===== src/verilog/pstat_regs.svh =====
// Register address, bit positions and reset values of the PHY status register.
`ifndef PSTAT_REGS_SVH
`define PSTAT_REGS_SVH

// ----------------------------------------------------------------------
// Address and width
// ----------------------------------------------------------------------
`define PSTAT_REG_ADDR 5'h01
`define PSTAT_ADDR_W 5
`define PSTAT_DATA_W 16

// ----------------------------------------------------------------------
// Bit positions
// ----------------------------------------------------------------------
`define PSTAT_BIT_T4 15
`define PSTAT_ABIL_HI 14
`define PSTAT_ABIL_LO 11
`define PSTAT_RSV_HI 10
`define PSTAT_RSV_LO 7
`define PSTAT_BIT_NOPRE 6
`define PSTAT_BIT_ANDONE 5
`define PSTAT_BIT_RFAULT 4
`define PSTAT_BIT_ANABIL 3
`define PSTAT_BIT_LINK 2
`define PSTAT_BIT_JABBER 1
`define PSTAT_BIT_EXTCAP 0

// ----------------------------------------------------------------------
// Fixed values and reset values
// ----------------------------------------------------------------------
`define PSTAT_T4_VAL 1'b0
`define PSTAT_RSV_VAL 4'h0
`define PSTAT_ANABIL_VAL 1'b1
`define PSTAT_EXTCAP_VAL 1'b1
`define PSTAT_ABIL_RST 4'hf
`define PSTAT_NOPRE_RST 1'b0
`define PSTAT_LH_RST 1'b0
`define PSTAT_LL_RST 1'b0
`define PSTAT_WORD_RST 16'h0000

`endif


===== src/verilog/pstat_pkg.sv =====
// Types shared by the PHY status register modules.
package pstat_pkg;

	// ------------------------------------------------------------------
	// Latch kinds
	// ------------------------------------------------------------------
	typedef enum {
		PSTAT_LATCH_HIGH,
		PSTAT_LATCH_LOW
	} pstat_latch_kind_t;

	// ------------------------------------------------------------------
	// Module state
	// ------------------------------------------------------------------
	typedef struct packed {
		logic flag;
	} pstat_latch_state_t;

	typedef struct packed {
		logic [3:0] ability;
		logic no_preamble;
		logic [15:0] rd_data;
		logic rd_valid;
	} pstat_state_t;

endpackage : pstat_pkg


===== src/verilog/pstat_latch_if.sv =====
// Interface between the status register and one latching status flag.
`timescale 1ns/1ps
interface pstat_latch_if;
	logic cond;
	logic rd_clear;
	logic flag;

	modport owner (
		input cond,
		input rd_clear,
		output flag
	);

	modport user (
		output cond,
		output rd_clear,
		input flag
	);
endinterface : pstat_latch_if


===== src/verilog/pstat_latch.sv =====
// One latching status flag, latch-high or latch-low, cleared by a read.
`timescale 1ns/1ps
module pstat_latch #(
	parameter pstat_pkg::pstat_latch_kind_t KIND = pstat_pkg::PSTAT_LATCH_HIGH
) (
	input wire logic clk_sys,
	input wire logic srst,
	pstat_latch_if.owner lif
);
	import pstat_pkg::*;
	`include "pstat_regs.svh"

	pstat_latch_state_t st;
	pstat_latch_state_t next_st;

	// A condition present in the read cycle wins over the read's clear.
	always_comb
	begin
		next_st = st;
		if (KIND == PSTAT_LATCH_HIGH)
		begin
			next_st.flag = lif.cond | (st.flag & ~lif.rd_clear);
		end
		else
		begin
			next_st.flag = lif.cond & (st.flag | lif.rd_clear);
		end
	end

	always_ff @(posedge clk_sys)
	begin
		if (srst)
		begin
			st.flag <= (KIND == PSTAT_LATCH_HIGH) ? `PSTAT_LH_RST : `PSTAT_LL_RST;
		end
		else
		begin
			st <= next_st;
		end
	end

	assign lif.flag = st.flag;

endmodule : pstat_latch


===== src/verilog/pstat_status.sv =====
// PHY status register: abilities, latched link events, management access.
//
// Function
// - The register is 16 bits wide and is read through the management port.
// - Synchronous reset loads every bit with its default value.
// - Bit 15 is read-only and always reads zero.
// - Bits 14 to 11 report the four media abilities and reset to one.
// - Override-writable bits take writes only while override enable is one.
// - Reserved bits 10 to 7 read and reset zero and ignore writes.
// - Bit 6 tells if frames without preamble are taken; resets to zero.
// - Bit 5 latches high on negotiation complete only while negotiation is enabled.
// - Bit 4 latches high on a remote fault reported by the link partner.
// - Bit 0 is read-only and always reads one.
// - Bit 2 latches low on link loss and shows the live link after a read.
// - Bit 1 latches high on jabber while detection is on; a read clears it.
// - A read of the register clears the latched remote fault.
// - Restarting negotiation keeps latched-high bits; a second read is live.
`timescale 1ns/1ps
module pstat_status #(
	parameter int ADDR_W = 5
) (
	input wire logic clk_sys,
	input wire logic srst,
	input wire logic mgmt_rd,
	input wire logic mgmt_wr,
	input wire logic [ADDR_W-1:0] mgmt_addr,
	input wire logic [15:0] mgmt_wdata,
	input wire logic override_writable,
	input wire logic an_enable,
	input wire logic an_done,
	input wire logic an_restart,
	input wire logic remote_fault,
	input wire logic link_up,
	input wire logic jabber_enable,
	input wire logic jabber,
	output logic [15:0] mgmt_rdata,
	output logic mgmt_rvalid,
	output logic [3:0] ability,
	output logic frame_no_preamble_ability
);
	import pstat_pkg::*;
	`include "pstat_regs.svh"

	// ------------------------------------------------------------------
	// Parameter check
	// ------------------------------------------------------------------
	if (ADDR_W != `PSTAT_ADDR_W)
	begin : g_bad_addr_w
		$error("pstat_status: ADDR_W must match the management address width");
	end

	if ($bits(mgmt_wdata) != `PSTAT_DATA_W)
	begin : g_bad_wdata_w
		$error("pstat_status: write data must match the register width");
	end

	if ($bits(mgmt_rdata) != `PSTAT_DATA_W)
	begin : g_bad_rdata_w
		$error("pstat_status: read data must match the register width");
	end

	if ($bits(`PSTAT_WORD_RST) != `PSTAT_DATA_W)
	begin : g_bad_word_rst
		$error("pstat_status: word reset value must match the register width");
	end

	if (`PSTAT_ABIL_HI - `PSTAT_ABIL_LO + 1 != $bits(ability))
	begin : g_bad_abil_w
		$error("pstat_status: ability field must match the ability port");
	end

	if (`PSTAT_RSV_HI - `PSTAT_RSV_LO + 1 != $bits(`PSTAT_RSV_VAL))
	begin : g_bad_rsv_w
		$error("pstat_status: reserved field must match its fixed value");
	end

	// ------------------------------------------------------------------
	// Word assembly
	// ------------------------------------------------------------------
	function automatic logic [15:0] build_word(
		input logic [3:0] abil,
		input logic nopre,
		input logic andone,
		input logic rfault,
		input logic link,
		input logic jab
	);
		logic [15:0] w;
		w = `PSTAT_WORD_RST;
		w[`PSTAT_BIT_T4] = `PSTAT_T4_VAL;
		w[`PSTAT_ABIL_HI:`PSTAT_ABIL_LO] = abil;
		w[`PSTAT_RSV_HI:`PSTAT_RSV_LO] = `PSTAT_RSV_VAL;
		w[`PSTAT_BIT_NOPRE] = nopre;
		w[`PSTAT_BIT_ANDONE] = andone;
		w[`PSTAT_BIT_RFAULT] = rfault;
		w[`PSTAT_BIT_ANABIL] = `PSTAT_ANABIL_VAL;
		w[`PSTAT_BIT_LINK] = link;
		w[`PSTAT_BIT_JABBER] = jab;
		w[`PSTAT_BIT_EXTCAP] = `PSTAT_EXTCAP_VAL;
		return w;
	endfunction : build_word

	// ------------------------------------------------------------------
	// Address decode and field update
	// ------------------------------------------------------------------
	function automatic logic addr_match(input logic [ADDR_W-1:0] a);
		return a == `PSTAT_REG_ADDR;
	endfunction : addr_match

	// Reserved bits are not stored, so only these fields take a write.
	function automatic pstat_state_t take_override(
		input pstat_state_t cur,
		input logic [15:0] wdata
	);
		pstat_state_t upd;
		upd = cur;
		upd.ability = wdata[`PSTAT_ABIL_HI:`PSTAT_ABIL_LO];
		upd.no_preamble = wdata[`PSTAT_BIT_NOPRE];
		return upd;
	endfunction : take_override

	// ------------------------------------------------------------------
	// Latching flags
	// ------------------------------------------------------------------
	pstat_latch_if andone_if();
	pstat_latch_if rfault_if();
	pstat_latch_if link_if();
	pstat_latch_if jab_if();

	logic hit;
	logic rd_hit;
	logic wr_hit;

	assign hit = addr_match(mgmt_addr);
	assign rd_hit = mgmt_rd & hit;
	assign wr_hit = mgmt_wr & hit;

	// Negotiation restart is deliberately not a clear term.
	assign andone_if.cond = an_enable & an_done;
	assign andone_if.rd_clear = rd_hit;
	assign rfault_if.cond = remote_fault;
	assign rfault_if.rd_clear = rd_hit;
	assign link_if.cond = link_up;
	assign link_if.rd_clear = rd_hit;
	assign jab_if.cond = jabber_enable & jabber;
	assign jab_if.rd_clear = rd_hit;

	pstat_latch #(
		.KIND(PSTAT_LATCH_HIGH)
	) u_andone (
		.clk_sys(clk_sys),
		.srst(srst),
		.lif(andone_if.owner)
	);

	pstat_latch #(
		.KIND(PSTAT_LATCH_HIGH)
	) u_rfault (
		.clk_sys(clk_sys),
		.srst(srst),
		.lif(rfault_if.owner)
	);

	pstat_latch #(
		.KIND(PSTAT_LATCH_LOW)
	) u_link (
		.clk_sys(clk_sys),
		.srst(srst),
		.lif(link_if.owner)
	);

	pstat_latch #(
		.KIND(PSTAT_LATCH_HIGH)
	) u_jab (
		.clk_sys(clk_sys),
		.srst(srst),
		.lif(jab_if.owner)
	);

	// ------------------------------------------------------------------
	// Register state
	// ------------------------------------------------------------------
	pstat_state_t st;
	pstat_state_t next_st;

	always_comb
	begin
		next_st = st;
		next_st.rd_valid = rd_hit;
		if (rd_hit)
		begin
			// Captured before the latches clear at this same edge.
			next_st.rd_data = build_word(st.ability, st.no_preamble,
				andone_if.flag, rfault_if.flag, link_if.flag, jab_if.flag);
		end
		// Only override-writable fields are stored; the rest ignore writes.
		if (wr_hit && override_writable)
		begin
			next_st = take_override(next_st, mgmt_wdata);
		end
	end

	always_ff @(posedge clk_sys)
	begin
		if (srst)
		begin
			st.ability <= `PSTAT_ABIL_RST;
			st.no_preamble <= `PSTAT_NOPRE_RST;
			st.rd_data <= `PSTAT_WORD_RST;
			st.rd_valid <= 1'b0;
		end
		else
		begin
			st <= next_st;
		end
	end

	assign mgmt_rdata = st.rd_data;
	assign mgmt_rvalid = st.rd_valid;
	assign ability = st.ability;
	assign frame_no_preamble_ability = st.no_preamble;

endmodule : pstat_status


===== config.mk =====
export PLATFORM = sky130hd
export DESIGN_NAME = pstat_status
export DESIGN_NICKNAME = d
export VERILOG_FILES = /design/src/verilog/pstat_pkg.sv /design/src/verilog/pstat_latch_if.sv /design/src/verilog/pstat_latch.sv /design/src/verilog/pstat_status.sv
export VERILOG_INCLUDE_DIRS = /design/src /design/src/verilog
export SDC_FILE = /design/constraint.sdc
export NUM_CORES = 1
export LEC_CHECK = 0
export BUFFER_PORTS_ARGS = -buffer_cell sky130_fd_sc_hd__buf_2
export CAP_MARGIN = 10
export CORE_MARGIN = 2
export CORE_UTILIZATION = 42
export CTS_BUF_LIST = sky130_fd_sc_hd__clkbuf_8
export CTS_CLUSTER_DIAMETER = 30
export DETAILED_ROUTE_END_ITERATION = 8
export HOLD_SLACK_MARGIN = 0.08
export PLACE_DENSITY = 0.8
export REMOVE_ABC_BUFFERS = 1
export SETUP_SLACK_MARGIN = 0.5
export SYNTH_ARGS = -nofsm -noshare
export SYNTH_HDL_FRONTEND = slang
export SYNTH_SLANG_ARGS = --single-unit

===== constraint.sdc =====
create_clock -name clk_sys -period 1.07 [get_ports clk_sys]
set_input_delay 0.107 -clock clk_sys [delete_from_list [all_inputs] [get_ports clk_sys]]
set_output_delay 0.107 -clock clk_sys [all_outputs]
set_load 0.01 [all_outputs]

==> metrics.txt <==
starting density of the core 0.439; ordered list of cells on the worst path inv_1 -> a311oi_2 -> a31o_2; number of synthesized register bits 20; worst-case setup slack after placement -73.3 ps; endpoints failing hold 0; floorplan core area 0.00192 mm2; die width 48.8 um; nets 167; first-pass GRT wire length 3650 um; top cell type's share of synthesized area 0.474; number of H-tree levels 1; # rows 16; share of layout cells above drive strength 1 0.594; Setup-failing EPs final 0; detailed-route DRC error count 0; Worst Clk Skew 4.65 ps; violation count after the first detailed-routing iteration 2; class of the worst hold path in2reg; routed via count 779; crit-path max cell delay 340 ps; via count normalized by instance count 4.87; Die Height 48.8 um; largest net degree at the start of global routing 17; Worst Hold Path Cells 2; Seq/Total Area, Yosys 0.474; all-layer global routing usage 0.198; CTS sink count 20; I/O Pins 55; via count of the first global-routing pass 776; die area 0.00239 mm2; post-DP HPWL 1310 um; Area growth syn-to-layout 61.9%; filler instances 152; total count of max-transition violations in the final report 0; total standard cell area after synthesis 845 um2; clock tree buffer depth 2; data required time of the critical path 1260 ps; clock tree from TritonCTS done; Post-Synthesis Mean Instance Area 9.71 um2; maximum vdd ir drop 0.000892 V; Clock Pin Slew Worst Setup and Hold Paths 70 ps; most common library cell in the layout ignoring fill and taps buf_6; Worst Slack Setup Final 243 ps; post-detailed-route count of antenna-violating nets 0; data arrival time of the critical path 1020 ps; Post-Place Cells 148; Register-to-Register Setup Slack 240 ps; post-synth cell types 23; result of the run finished clean; CP startpoint kind flip-flop; port buffer count 37; final worst path period share 0.773; number of standard cells after synthesis 87; power density relative to cell area 1100 mW/mm2; RSZ-0062 raised after global routing yes; FMAX 1.21 GHz; count of cells along the worst register-to-register path 3; category of the critical setup timing path reg2reg; Diodes inserted 0; Inserted Clock Buffers 3; master of the slowest instance on the critical path dfxtp_2; Non-Filler Instances 160; total iterations of the first detailed-routing run 2; dominant cell type by area after synthesis dfxtp_1; source-to-sink clock delay at the later pin of the worst-skew pair 250 ps; Routed WL 2140 um; Static Leakage 0.642 nW; maxcap violations 0; main area contributors after synthesis dfxtp_1 47%, mux2i_1 11%, buf_4 5.3%; placer's final routability congestion estimate 0.733; antenna violations before repair 0; time the final worst path needs with I/O delays and setup 827 ps; Remaining Overflow, GRT 0; commonest cells after routing, fill and taps aside 24 x buf_6, 19 x buf_2, 15 x dfxtp_2; Routed WL per cell 13.4 um; CP max FO 2; clock tree root buffer cell clkbuf_8; yosys synthesis warning count 0; endpoint class of the critical path flip-flop
==> cell type report <==
cell class                      instances  area, um2  share of cell area
Multi-Input combinational cell         55        430               0.315
Tap cell                               27       33.8              0.0247
Timing Repair Buffer                   48        407               0.297
Sequential cell                        20        419               0.306
Clock buffer                            4       55.1              0.0403
Inverter                                6       22.5              0.0165
==> registers in the layout, indices dropped and copies added, names as in the netlist <==
register / flops
ability: 4
frame_no_preamble_ability: 1
mgmt_rdata: 10
mgmt_rvalid: 1
u_andone.lif.flag: 1
u_jab.lif.flag: 1
u_link.lif.flag: 1
u_rfault.lif.flag: 1
==> where the power goes <==
group	total, W	internal (W)	switching [W]
logic	0.000172	0.0000822	0.0000896
registers	0.000764	0.000758	0.00000605
clock network	0.000562	0.000327	0.000235
==> cell usage after synthesis (all sizes together) <==
master   number
nor3          1
clkbuf        1
nor2          9
clkinv        1
o2bb2ai       1
inv           5
conb          1
buf          10
nor2b         1
nand3         1
nand4         1
o21a          1
a311oi        5
mux2i         9
and3          1
dfxtp        20
a31o          5
nand2        11
o22ai         2
o211a         1
==> critical path, delay by kind of cell, from the launching register on <==
family | cells | cell delay (ps)
flip-flops | 1 | 340
buffers and inverters | 1 | 60
AO/OA/AOI/OAI | 2 | 370
==> through the flow <==
stage	area (um2)	utilization	hold slack [ps]	power, W	TNS, ps
finish	1370	0.712	59.8	0.00150	0
global route	1370	0.712	58.7	0.00156	0
CTS	1350	0.701	63.1	0.00150	0
detailed placement	1030	0.538	327	0.000903	-635
global placement	1030	0.538	309	0.000900	-357
floorplan	785	-	179	0.000828	0
==> kinds of logic (layout without fill, tap and decap cells) <==
kind of cell / count (synthesis) / count (layout) / synth area share
buffers and inverters: 17 / 58 / 0.116
other: 1 / 5 / 0.00444
AO/OA/AOI/OAI: 15 / 15 / 0.150
flip-flops: 20 / 20 / 0.474
AND/OR/NAND/NOR: 25 / 26 / 0.150
multiplexers: 9 / 9 / 0.107
==> worst paths after layout <==
check	startpoint	endpoint
max	mgmt_rdata[13]	mgmt_rdata[13]
min	remote_fault	u_rfault.lif.flag
max reg2reg	mgmt_rdata[13]	mgmt_rdata[13]
min reg2reg	u_andone.lif.flag	mgmt_rdata[5]
==> layer usage <==
layer	routed length (um)	global-route usage	vias to the layer above
met1	891	0.252	368
met3	85	0.0245	4
met5	0	0	-
li1	-	-	384
met2	1140	0.342	23
met4	23	0.0714	0
==> repair_timing <==
action | CTS | global route
pin swaps | 6 | 2
hold endpoints to repair | 1 | 1
setup buffers | 6 | 0
gates cloned | 2 | 0
endpoints found under the setup margin | 37 | 37
gates resized for setup | 47 | 4
No activity file was read; power rests on OpenSTA's default activity.
